**src/pxlu_params.svh**
```systemverilog
// Constants for the exclusive-OR / exclusive-OR-NOT logic unit
`ifndef PXLU_PARAMS_SVH
`define PXLU_PARAMS_SVH

// ----------------------------------------------------------------
// Widths and masks
// ----------------------------------------------------------------
`define PXLU_WORD_W      32
`define PXLU_MASK_BYTE   32'h0000_00ff
`define PXLU_MASK_WORD   32'h0000_ffff
`define PXLU_MASK_DWORD  32'hffff_ffff

// ----------------------------------------------------------------
// Reset values
// ----------------------------------------------------------------
`define PXLU_LOGIC_ACC_RST 1'h0
`define PXLU_WORD_ACC_RST  32'h0000_0000

`endif

```
**src/pxlu_pkg.sv**
```systemverilog
// Types and the shared width_mask function of the exclusive-OR logic unit
`include "pxlu_params.svh"
package pxlu_pkg;

   // ----------------------------------------------------------------
   // Instruction codes
   // ----------------------------------------------------------------
   typedef enum logic [2:0] {
      pxlu_op_nop      = 3'h0,
      pxlu_op_ld_bit   = 3'h1,
      pxlu_op_ldn_bit  = 3'h2,
      pxlu_op_xo_bit   = 3'h3,
      pxlu_op_xon_bit  = 3'h4,
      pxlu_op_ld_word  = 3'h5,
      pxlu_op_xo_word  = 3'h6,
      pxlu_op_xon_word = 3'h7
   } pxlu_op_t;

   // ----------------------------------------------------------------
   // Operand sizes
   // ----------------------------------------------------------------
   typedef enum logic [1:0] {
      pxlu_sz_byte  = 2'h0,
      pxlu_sz_word  = 2'h1,
      pxlu_sz_dword = 2'h2,
      pxlu_sz_const = 2'h3
   } pxlu_size_t;

   typedef enum logic [1:0] {
      pxlu_gate_load = 2'h0,
      pxlu_gate_xor  = 2'h1,
      pxlu_gate_xnor = 2'h2
   } pxlu_gate_t;

   typedef enum logic {
      pxlu_chain_idle = 1'b0,
      pxlu_chain_open = 1'b1
   } pxlu_chain_t;

   // Accumulator bits touched by an operand size
   function automatic logic [`PXLU_WORD_W-1:0] width_mask(
      input pxlu_size_t sz);
      case (sz)
         pxlu_sz_byte:  width_mask = `PXLU_MASK_BYTE;
         pxlu_sz_word:  width_mask = `PXLU_MASK_WORD;
         default:       width_mask = `PXLU_MASK_DWORD;
      endcase
   endfunction

endpackage

```
**src/pxlu_word_gate.sv**
```systemverilog
// Bitwise word gate: load, XOR or XNOR under an operand-size mask
`timescale 1ns/1ps
`include "pxlu_params.svh"
module pxlu_word_gate (
   // Control
   input  pxlu_pkg::pxlu_gate_t    gate,
   input  pxlu_pkg::pxlu_size_t    size,
   // Data
   input  logic [`PXLU_WORD_W-1:0] acc,
   input  logic [`PXLU_WORD_W-1:0] operand,
   output logic [`PXLU_WORD_W-1:0] result
);

   logic [`PXLU_WORD_W-1:0] mask;

   always_comb begin
      mask = pxlu_pkg::width_mask(size);
      case (gate)
         // Zero-fill above the operand
         pxlu_pkg::pxlu_gate_load: result = operand & mask;
         // Same bit index on both sides, untouched bits kept
         pxlu_pkg::pxlu_gate_xor:
            result = (acc & ~mask) | ((acc ^ operand) & mask);
         pxlu_pkg::pxlu_gate_xnor:
            result = (acc & ~mask) | (~(acc ^ operand) & mask);
         default: result = acc;
      endcase
   end

endmodule

```
**src/pxlu_logic_unit.sv**
```systemverilog
// Exclusive-OR / exclusive-OR-NOT datapath with logic and word accumulators
`timescale 1ns/1ps
`include "pxlu_params.svh"
module pxlu_logic_unit (
   // Clock, reset, enable
   input  logic                    core_clk,
   input  logic                    rstn,
   input  logic                    clk_en,
   // Instruction from the sequencer
   input  logic                    instr_valid,
   input  pxlu_pkg::pxlu_op_t      instr_op,
   input  pxlu_pkg::pxlu_size_t    instr_size,
   input  logic                    bit_operand,
   input  logic [`PXLU_WORD_W-1:0] word_operand,
   input  logic                    chain_close,
   // Accumulators and status
   output logic                    logic_acc_ff,
   output logic [`PXLU_WORD_W-1:0] word_acc_ff,
   output logic                    chain_open_ff,
   output logic                    done_ff
);

   // ----------------------------------------------------------------
   // Declarations
   // ----------------------------------------------------------------
   pxlu_pkg::pxlu_chain_t   chain_ff;
   pxlu_pkg::pxlu_chain_t   nxt_chain;
   pxlu_pkg::pxlu_gate_t    word_gate;
   logic [`PXLU_WORD_W-1:0] word_result;
   logic                    nxt_logic_acc;
   logic [`PXLU_WORD_W-1:0] nxt_word_acc;
   logic                    nxt_chain_open;
   logic                    nxt_done;
   logic                    take;
   logic                    first_in_chain;

   assign take           = clk_en & instr_valid;
   assign first_in_chain = (chain_ff == pxlu_pkg::pxlu_chain_idle);

   // ----------------------------------------------------------------
   // Word path
   // ----------------------------------------------------------------
   always_comb begin
      case (instr_op)
         pxlu_pkg::pxlu_op_ld_word:  word_gate = pxlu_pkg::pxlu_gate_load;
         pxlu_pkg::pxlu_op_xo_word:  word_gate = pxlu_pkg::pxlu_gate_xor;
         pxlu_pkg::pxlu_op_xon_word: word_gate = pxlu_pkg::pxlu_gate_xnor;
         default:                    word_gate = pxlu_pkg::pxlu_gate_xor;
      endcase
   end

   pxlu_word_gate u_word_gate (
      .gate    (word_gate),
      .size    (instr_size),
      .acc     (word_acc_ff),
      .operand (word_operand),
      .result  (word_result)
   );

   // ----------------------------------------------------------------
   // Next-state logic
   // ----------------------------------------------------------------
   always_comb begin
      nxt_logic_acc = logic_acc_ff;
      nxt_word_acc  = word_acc_ff;
      nxt_chain     = chain_ff;
      nxt_done      = take;
      if (take) begin
         case (instr_op)
            pxlu_pkg::pxlu_op_ld_bit: begin
               nxt_logic_acc = bit_operand;
               nxt_chain     = pxlu_pkg::pxlu_chain_open;
            end
            pxlu_pkg::pxlu_op_ldn_bit: begin
               nxt_logic_acc = ~bit_operand;
               nxt_chain     = pxlu_pkg::pxlu_chain_open;
            end
            pxlu_pkg::pxlu_op_xo_bit: begin
               if (first_in_chain) begin
                  nxt_logic_acc = bit_operand;
               end else begin
                  nxt_logic_acc = logic_acc_ff ^ bit_operand;
               end
               nxt_chain = pxlu_pkg::pxlu_chain_open;
            end
            pxlu_pkg::pxlu_op_xon_bit: begin
               if (first_in_chain) begin
                  nxt_logic_acc = ~bit_operand;
               end else begin
                  nxt_logic_acc = ~(logic_acc_ff ^ bit_operand);
               end
               nxt_chain = pxlu_pkg::pxlu_chain_open;
            end
            // Word forms leave the logic accumulator alone
            pxlu_pkg::pxlu_op_ld_word,
            pxlu_pkg::pxlu_op_xo_word,
            pxlu_pkg::pxlu_op_xon_word: begin
               nxt_word_acc = word_result;
            end
            default: begin
               nxt_done = 1'b0;
            end
         endcase
      end
      // Closing wins: the instruction of this cycle still counts
      if (clk_en && chain_close) begin
         nxt_chain = pxlu_pkg::pxlu_chain_idle;
      end
      nxt_chain_open = (nxt_chain == pxlu_pkg::pxlu_chain_open);
   end

   // ----------------------------------------------------------------
   // Registers
   // ----------------------------------------------------------------
   always_ff @(posedge core_clk) begin
      if (!rstn) begin
         logic_acc_ff  <= `PXLU_LOGIC_ACC_RST;
         word_acc_ff   <= `PXLU_WORD_ACC_RST;
         chain_ff      <= pxlu_pkg::pxlu_chain_idle;
         chain_open_ff <= 1'b0;
         done_ff       <= 1'b0;
      end else if (clk_en) begin
         logic_acc_ff  <= nxt_logic_acc;
         word_acc_ff   <= nxt_word_acc;
         chain_ff      <= nxt_chain;
         chain_open_ff <= nxt_chain_open;
         done_ff       <= nxt_done;
      end
   end
endmodule

```
**config.mk**
```make
export PLATFORM = sky130hd
export DESIGN_NAME = pxlu_logic_unit
export DESIGN_NICKNAME = d
export VERILOG_FILES = /design/src/pxlu_pkg.sv /design/src/pxlu_word_gate.sv /design/src/pxlu_logic_unit.sv
export VERILOG_INCLUDE_DIRS = /design/src /design/src/src
export SDC_FILE = /design/constraint.sdc
export NUM_CORES = 1
export LEC_CHECK = 0
export ABC_AREA = 1
export BUFFER_PORTS_ARGS = -buffer_cell sky130_fd_sc_hd__buf_4
export CAP_MARGIN = 15
export CORE_AREA = 2 2 69 71
export DETAILED_ROUTE_END_ITERATION = 6
export DIE_AREA = 0 0 71 73
export GPL_TIMING_DRIVEN = 0
export PLACE_DENSITY = 0.85
export SLEW_MARGIN = 5
export SYNTH_ARGS = -nofsm -noshare
export SYNTH_HDL_FRONTEND = slang
export SYNTH_SLANG_ARGS = --single-unit
export TNS_END_PERCENT = 50
```
**constraint.sdc**
```tcl
create_clock -name core_clk -period 2.7 [get_ports core_clk]
set_clock_uncertainty 0.2 [all_clocks]
set_input_delay 0.54 -clock core_clk [delete_from_list [all_inputs] [get_ports core_clk]]
set_output_delay 0.54 -clock core_clk [all_outputs]
set_load 0.05 [all_outputs]
```
==> results.py, run 1 <==
metrics = {
    "floorplanning": {
        "start_util_pct": 52.3,
        "coreArea_um2": 4540,
        "die_area_um2": 5180,
        "rows": 25,
        "die_x_um": 71,
        "dieHeight_um": 73,
        "ios": 78,
    },
    "drt": {
        "viasPerCell": 5.19,
        "vias": 2945,
        "wire_per_inst_um": 11.5,
        "drt-total-wl_um": 6540,
        "drt_iter0_markers": 252,
        "drcViolationCount": 0,
        "dr.pass1.iters": 5,
        "antenna_left": 0,
    },
    "timing": {
        "drv_slew": 0,
        "hold_viol": 0,
        "worst_pin_slew_ps": 702,
        "fin_tns_setup_ps": 0,
        "setup-violations-final": 0,
        "fmax_ghz": 0.555,
        "rsz0062_at_grt": "false",
        "slew_headroom_pct": 52.9,
        "holdWs_ps": 282,
        "fin_crit_sh_pct": 66.7,
        "final.min_clock_period_ps": 1800,
    },
    "setup_path": {
        "critPathTopFamily": "buffers and inverters",
        "arrival_ps": 1820,
        "startpoint_type": "primary input",
        "r2r_cells": 6,
        "required_ps": 2710,
        "cp_slowest_cell": "clkbuf_1",
        "cp_max_fo": 10,
        "cp-end-kind": "flop",
        "path_class": "primary input to flop",
        "crit_chain": "buf_4, nand2_1, nor2_2, inv_1, clkbuf_1, nor2_1, nor2_1, nand2_1, a21oi_1",
        "cpPeakStageDelay_ps": 420,
        "r2r_slack_ps": 1340,
        "cp-startpoint": "instr_op[2]",
        "critPathBufInv": 3,
    },
    "global_route": {
        "grt_pass1_vias": 2563,
        "grt_util_all_layers_pct": 25.4,
        "overflow": 0,
        "antenna_found_initial": 0,
        "grt_max_degree": 11,
        "grt_pass1_wl_um": 10700,
    },
    "clocking": {
        "path_clk_slew_ps": 70,
        "cts_buffers": 5,
        "ctsHoldBuffers": 0,
        "clock_latency_ps": 290,
        "clk_path_buf_depth": 2,
        "cts_resized": 0,
        "cts_setup_buffers": 0,
        "numClockSinks": 35,
        "cts_tree": "yes",
        "htreeDepth": 2,
        "clock-root-buffer": "clkbuf_8",
    },
    "finish": {
        "fill_cells": 410,
        "syn2layout_area_growth_pct": 31.5,
        "final_cell_area_um2": 3120,
        "drive_above_1_share_pct": 20.5,
        "finalNetCount": 555,
        "post-route-util_pct": 68.7,
        "num_antenna_cells": 0,
        "instances_no_fill": 567,
    },
    "power_and_ir_drop": {
        "vdd_drop_max_mv": 0.345,
        "power_density_nw_per_um2": 412,
        "power_leakage_nw": 1.58,
    },
    "placement": {
        "place.gp.congestion": 0.821,
        "dpl-instance-area_um2": 3020,
        "portBuffers": 77,
        "hpwl_um": 4910,
        "dp_cells": 559,
    },
    "synthesis": {
        "synth.top_cell.area_share_pct": 29.6,
        "synth_warnings": 0,
        "yosys-top-cells-area": "dfxtp_1 (30%), nand2_1 (26%), o21ai_0 (7.4%)",
        "syn_avg_cell_area_um2": 5.54,
        "postSynthCellCount": 428,
        "seq_area_frac_synth_pct": 29.6,
        "syn_area_um2": 2370,
        "ys_ff_latch": 35,
        "yosys.area.top_type": "dfxtp_1",
        "ys_types": 18,
        "syn_nets": 471,
    },
    "min_path": {
        "min_from": "chain_ff",
        "hold_class": "flop to flop",
        "hold_path_depth": 2,
        "whs_endpoint": "chain_ff",
    },
    "run": {
        "maxCapViolCount": 0,
    },
    "run_status": {
        "status": "finished, final reports clean",
    },
}
==> worst max path at each step <==
stage / to / slack (ps) / depth (start not counted)
floorplan: flop / 1070 / 5
global placement: flop / 680 / 6
detailed placement: flop / 630 / 9
CTS: flop / 920 / 9
global route: word_acc_ff[3] / 730 / 9
finish: flop / 900 / 9
==> kinds of logic (layout without fill, tap and decap cells) <==
kind of cell | count (synthesis) | count (layout) | share of synthesized area [%]
buf+inv | 60 | 145 | 9.71
compound gates | 70 | 70 | 14.9
flops | 35 | 35 | 29.6
simple gates | 263 | 263 | 45.8
==> cells in the final DEF (no fill, tap or decap) <==
master    count
inv_1        46
nand2_1     166
o21ai_1       1
nand3_1      32
buf_2         4
or2_2        12
nor2_4        1
o21ai_2       1
o21ai_0      35
nor2_2        2
buf_4        77
clkbuf_1     10
inv_2         1
clkbuf_8      7
nor2_1       44
dfxtp_1      35
nand3b_1      2
nor3_1        1
a21oi_1      33
and2_1        3
==> routing by layer <==
metal	vias to the layer above	share of wire (%)	global-route usage, %
met2	109	50	44.7
met1	1319	42	31.1
li1	1509	-	-
met5	-	0	0
met3	8	7.5	5.25
met4	0	1.1	7.97
==> cell type report <==
type                       count  area [µm²]  share of cell area (%)
buffer                        13        53.8                    1.73
clock buffer                   8         100                    3.21
inverter                      47         176                    5.66
multi-input combinational    333        1440                    46.2
sequential                    35         701                    22.5
tap                           54        67.6                    2.17
timing repair buffer          77         578                    18.5
==> where the power goes <==
group          total (W)  switching, W  leakage (nW)  internal [W]
registers       0.000545     0.0000133         0.284      0.000532
logic           0.000314      0.000194          1.25      0.000120
clock network   0.000425      0.000192        0.0515      0.000233
total            0.00128      0.000399          1.58      0.000885
==> stage by stage <==
| stage | worst slack (ps) | total power, W |
|---|---|---|
| global route | 733 | 0.00134 |
| global placement | 677 | 0.000859 |
| detailed placement | 630 | 0.000868 |
| finish | 899 | 0.00128 |
| floorplan | 1070 | 0.000750 |
| CTS | 920 | 0.00129 |
==> worst reg2reg max path, delay by kind of cell, from the launching register on <==
kind	cells	cell delay [ps]
AND/OR/NAND/NOR	4	510
AO/OA/AOI/OAI	2	240
flip-flops	1	340
==> cell usage after synthesis <==
cell,n
a21oi_1,33
and2_1,3
buf_2,4
clkbuf_1,9
dfxtp_1,35
inv_1,46
inv_2,1
nand2_1,166
nand3_1,32
nand3b_1,2
nor2_1,44
nor2_2,2
nor2_4,1
nor3_1,1
o21ai_0,35
o21ai_1,1
o21ai_2,1
or2_2,12
(Power assumes the default switching activity.)
==> inputs of run 2 (changes only) <==
- ABC_AREA: 1 -> 0
- CORE_AREA: 2 2 69 71 -> 2 2 75 77
- DIE_AREA: 0 0 71 73 -> 0 0 77 79
- PLACE_DENSITY: 0.85 -> 0.75
- clock period: 2.7 -> 1.5 ns (I/O delays scaled with it)
==> run 2 against run 1 <==
Sequential power is 79% higher. Area after synthesis is 1.7% lower. Flip-flop and latch count stayed put. Sequential share of layout area is 0.43 points lower. Worst setup slack worse by 840 ps. Combinational power is 97% higher. Highest routed layer unchanged.
==> results.py, run 2 <==
metrics = {
    "run_status": {
        "status": "finished, final reports clean",
    },
    "synthesis": {
        "dominantRegCellSynth": "dfxtp_1",
        "synth.most_common_cell": "dfxtp_1",
        "postSynthCellCount": 240,
        "yosys-top-cells-area": "dfxtp_1 (30%), xnor2_1 (12%), o221a_2 (9.7%)",
        "async_reset_ff_share_pct": 0,
        "syn_area_um2": 2330,
        "synth_warnings": 0,
        "syn_nets": 283,
        "seq_area_frac_synth_pct": 30.1,
        "ys_ff_latch": 35,
        "synth_commonest_cells": "dfxtp_1 (35), xnor2_1 (32), a31oi_1 (24), nor2_1 (24), xor2_1 (24)",
        "ys_types": 36,
        "syn_avg_cell_area_um2": 9.71,
        "synth.top_cell.area_share_pct": 30.1,
        "synth-edff-count": 0,
        "yosys.area.top_type": "dfxtp_1",
    },
    "floorplanning": {
        "die_x_um": 77,
        "ios": 78,
        "die_area_um2": 6080,
        "start_util_pct": 43.6,
        "coreArea_um2": 5340,
        "dieHeight_um": 79,
        "rows": 27,
    },
    "drt": {
        "viasPerCell": 5.33,
        "drt-total-wl_um": 5790,
        "vias": 2123,
        "drt_iter0_markers": 68,
        "antenna_left": 0,
        "drcViolationCount": 0,
        "wire_per_inst_um": 14.6,
        "dr.pass1.iters": 4,
    },
    "placement": {
        "portBuffers": 73,
        "dp_cells": 385,
        "place.gp.congestion": 0.766,
        "pre_cts_slack_ps": -372,
        "hpwl_um": 4190,
    },
    "min_path": {
        "min_from": "chain_close",
        "whs_endpoint": "chain_ff",
        "hold_path_depth": 4,
        "hold_class": "primary input to flop",
    },
    "finish": {
        "num_antenna_cells": 0,
        "post-route-util_pct": 59.5,
        "drive_above_1_share_pct": 42.0,
        "instances_no_fill": 398,
        "final-seq-area_um2": 701,
        "final_cell_mix": "buf_4 (79), dfxtp_1 (35), xnor2_1 (32)",
        "finalNetCount": 368,
        "multi_input_area_um2": 1480,
        "final_common_cell": "buf_4",
        "fill_cells": 505,
        "syn2layout_area_growth_pct": 36.4,
    },
    "setup_path": {
        "r2r_end": "logic_acc_ff",
        "path_class": "primary input to flop",
        "cpPeakStageDelay_ps": 270,
        "startpoint_type": "primary input",
        "r2r_slack_ps": 200,
        "crit_cells": 7,
        "cp_slowest_cell": "o221a_2",
        "required_ps": 1490,
        "critPathBufInv": 3,
        "regToRegStartpoint": "logic_acc_ff",
        "crit_chain": "buf_6, or2_0, buf_6, nor3_4, buf_12, a31oi_1, o221a_2",
        "arrival_ps": 1440,
        "r2r_cells": 3,
        "critPathTopFamily": "simple AND/OR/NAND/NOR gates",
        "cp-end-kind": "flop",
        "cp-startpoint": "instr_size[1]",
        "cpMostUsedCell": "buf_6",
        "cp_max_fo": 10,
    },
    "timing": {
        "holdWs_ps": 62.5,
        "hold_viol": 0,
        "rsz0062_at_grt": "false",
        "fin_tns_setup_ps": 0,
        "slew_headroom_pct": 66.6,
        "final.min_clock_period_ps": 1440,
        "worst_slack_ps": 55.0,
        "fin_crit_sh_pct": 96.3,
        "worst_pin_slew_ps": 501,
        "setup-violations-final": 0,
        "drv_slew": 0,
        "fmax_ghz": 0.692,
    },
    "clocking": {
        "cts_buffers": 5,
        "clock-root-buffer": "clkbuf_8",
        "clock_latency_ps": 280,
        "path_clk_slew_ps": 80,
        "clk_path_buf_depth": 2,
        "htreeDepth": 2,
        "cts_tree": "yes",
        "ctsHoldBuffers": 0,
        "numClockSinks": 35,
    },
    "global_route": {
        "antenna_found_initial": 0,
        "grt_pass1_vias": 2014,
        "grt_pass1_wl_um": 9480,
        "grt_max_degree": 13,
        "overflow": 0,
        "grt_util_all_layers_pct": 19.2,
    },
    "power_and_ir_drop": {
        "power_leakage_nw": 1.30,
        "power_density_nw_per_um2": 774,
        "vdd_drop_max_mv": 0.515,
    },
    "run": {
        "maxCapViolCount": 0,
    },
}
## run 2: routing by layer
metal | vias to the layer above | track usage [%] | routed length (µm)
met3 | 5 | 4.66 | 336
met1 | 1002 | 24.6 | 2510
li1 | 1059 | - | -
met4 | 0 | 5.18 | 46
met5 | - | 0 | 0
met2 | 57 | 32.5 | 2900
## run 2: worst max-delay path by stage
stage                end  slack [ps]
floorplan           flop        -140
global placement    flop        -370
detailed placement  flop        -370
CTS                 flop          10
global route        flop           5
finish              flop          60
## run 2: power breakdown
group / internal [W] / switching (W) / total (W)
clock: 0.000495 / 0.000366 / 0.000861
sequential: 0.000955 / 0.0000221 / 0.000977
combinational: 0.000286 / 0.000333 / 0.000619
total: 0.00174 / 0.000721 / 0.00246
## run 2: logic make-up (layout without fill, tap and decap cells)
group                     count (synthesis)  after routing  synth area share, %
AOI/OAI and AO/OA                        74             74                 26.0
xor gates and xnor gates                 64             64                 26.6
and+or+nand+nor                          43             43                 10.6
DFF                                      35             35                 30.1
buffers and inverters                    24            110                 6.71
## run 2: cell type report
type                    count  area share, %
multi-input cells         181           46.6
clock buffers               5           2.17
inverters                   3          0.354
clock inverters             3           1.38
plain buffers              21           5.83
repair buffers             78           18.8
well taps                  72           2.84
flip-flops and latches     35           22.1
## run 2: worst reg2reg max path, delay by kind of cell, from the launching register on
family          cells  cell delay [ps]
flops               1              350
compound gates      3              680
## run 2: timing repair
action	4_1_cts	5_1_grt
buffers inserted	0	5
endpoints found under the setup margin	20	13
resized for setup	1	2
pin swaps	0	2
## run 2: per-stage QoR
stage | instance area, µm² | power [W]
after floorplan | 2360 | 0.00140
after global placement | 3000 | 0.00160
after detailed placement | 3000 | 0.00161
after CTS | 3120 | 0.00247
after global routing | 3180 | 0.00257
final | 3180 | 0.00246
==> inputs of run 3 (changes only) <==
- BUFFER_PORTS_ARGS: -buffer_cell sky130_fd_sc_hd__buf_4 -> default
- CORE_AREA: 2 2 75 77 -> 2 2 67 69
- DIE_AREA: 0 0 77 79 -> 0 0 69 71
- DONT_BUFFER_PORTS: default -> 1
==> run 3 against run 2 <==
Cell area fell by 17%. Critical path depth fell by 7. Non-clock buffer count fell by 71. Cell count fell by 23%. Flip-flop and latch count did not move. Via count fell by 12%. Global-route usage rose by 3.1 points. Register-to-register slack got worse by 150 ps. Worst setup slack got worse by 24 ps. Largest cell class unchanged.
==> results.py, run 3 (synthesis gave the netlist of run 2 again) <==
metrics = {
    "global_route": {
        "grt_max_degree": 12,
        "grt_pass1_vias": 1788,
        "antenna_found_initial": 0,
        "grt_util_all_layers_pct": 22.3,
        "grt_pass1_wl_um": 8890,
        "overflow": 0,
    },
    "clocking": {
        "clk_path_buf_depth": 2,
        "clock_latency_ps": 290,
        "cts_buffers": 5,
        "numClockSinks": 35,
        "clock-root-buffer": "clkbuf_8",
        "path_clk_slew_ps": 70,
        "cts_tree": "yes",
        "htreeDepth": 2,
    },
    "run": {
        "maxCapViolCount": 0,
    },
    "timing": {
        "setup-violations-final": 0,
        "hold_viol": 0,
        "drv_slew": 0,
        "worst_pin_slew_ps": 566,
        "final.min_clock_period_ps": 1470,
        "holdWs_ps": 21.1,
        "fin_crit_sh_pct": 98.0,
        "fmax_ghz": 0.681,
        "slew_headroom_pct": 62.2,
    },
    "placement": {
        "hpwl_um": 3720,
        "place.gp.congestion": 0.761,
        "dp_cells": 292,
        "portBuffers": 0,
        "dpl-instance-area_um2": 2430,
    },
    "floorplanning": {
        "dieHeight_um": 71,
        "coreArea_um2": 4200,
        "die_area_um2": 4900,
        "rows": 24,
        "start_util_pct": 55.4,
        "ios": 78,
        "die_x_um": 69,
    },
    "min_path": {
        "hold_class": "primary input to flop",
    },
    "drt": {
        "drt-total-wl_um": 5480,
        "vias": 1868,
        "wire_per_inst_um": 17.8,
        "drcViolationCount": 0,
        "drt_iter0_markers": 126,
        "antenna_left": 0,
        "dr.pass1.iters": 4,
        "viasPerCell": 6.08,
    },
    "finish": {
        "drive_above_1_share_pct": 27.5,
        "multi_input_area_um2": 1480,
        "instances_no_fill": 307,
        "fill_cells": 388,
        "final_cell_mix": "xnor2_1 (32), dfxtp_1 (28), a31oi_1 (24), xor2_1 (24), nor2_1 (24)",
        "final_cell_area_um2": 2620,
        "finalNetCount": 297,
        "final-seq-area_um2": 709,
        "syn2layout_area_growth_pct": 12.5,
        "num_antenna_cells": 0,
        "final_common_cell": "xnor2_1",
    },
    "power_and_ir_drop": {
        "vdd_drop_max_mv": 0.382,
        "power_leakage_nw": 0.927,
        "power_density_nw_per_um2": 853,
    },
    "run_status": {
        "status": "finished, final reports clean",
    },
    "setup_path": {
        "arrival_ps": 970,
        "required_ps": 1000,
        "cp_max_fo": 3,
        "path_class": "flop to output port",
        "startpoint_type": "flop",
        "cp-end-kind": "output port",
    },
}
## run 3: final timing paths
check / start / end / slack (ps) / cells past startpoint
worst max register to register: flop / flop / 50 / 2
worst max-delay path: flop / word_acc_ff[23] / 30 / 0
worst min register to register: chain_ff / chain_ff / 390 / 2
worst min-delay path: word_operand[1] / word_acc_ff[1] / 20 / 2
## run 3: per-layer routing
layer,vias to the layer above,wire length (µm),global-route usage [%]
met5,-,0,0
li1,923,-,-
met3,6,415,7.83
met4,0,55,8.28
met1,877,2370,28.9
met2,62,2640,34.4
## run 3: area by class of cell
type                    count  area share [%]
multi-input cells         181            56.4
flip-flops and latches     35            27.1
plain buffers              21            7.06
clock buffers               7            3.68
repair buffers              7            2.58
well taps                  52            2.48
inverters                   3           0.430
clock inverters             1           0.286
## run 3: through the flow
| stage | util (%) | total power, W | TNS (ps) | setup WS [ps] |
|---|---|---|---|---|
| 2_1_floorplan | - | 0.00140 | -2220 | -144 |
| 3_3_place_gp | 57.8 | 0.00145 | -6080 | -301 |
| 3_5_place_dp | 57.8 | 0.00145 | -6600 | -327 |
| 4_1_cts | 61.5 | 0.00224 | 0 | 7.43 |
| 5_1_grt | 62.4 | 0.00233 | -11.1 | -7.12 |
| 6_report | 62.4 | 0.00224 | 0 | 30.5 |
## run 3: what timing repair did
item                                    in CTS  in global routing
resized for setup                            3                  9
hold buffers                                 3                  0
hold endpoints to repair                     2                  0
setup buffers                                2                  2
endpoints found under the setup margin       7                 26
pin swaps                                    1                  2
## run 3: power breakdown
part | total, W | switching [W] | internal [W] | leakage [nW]
Combinational | 0.000378 | 0.000182 | 0.000196 | 0.589
Clock | 0.000786 | 0.000368 | 0.000418 | 0.0505
Sequential | 0.00107 | 0.000116 | 0.000956 | 0.287
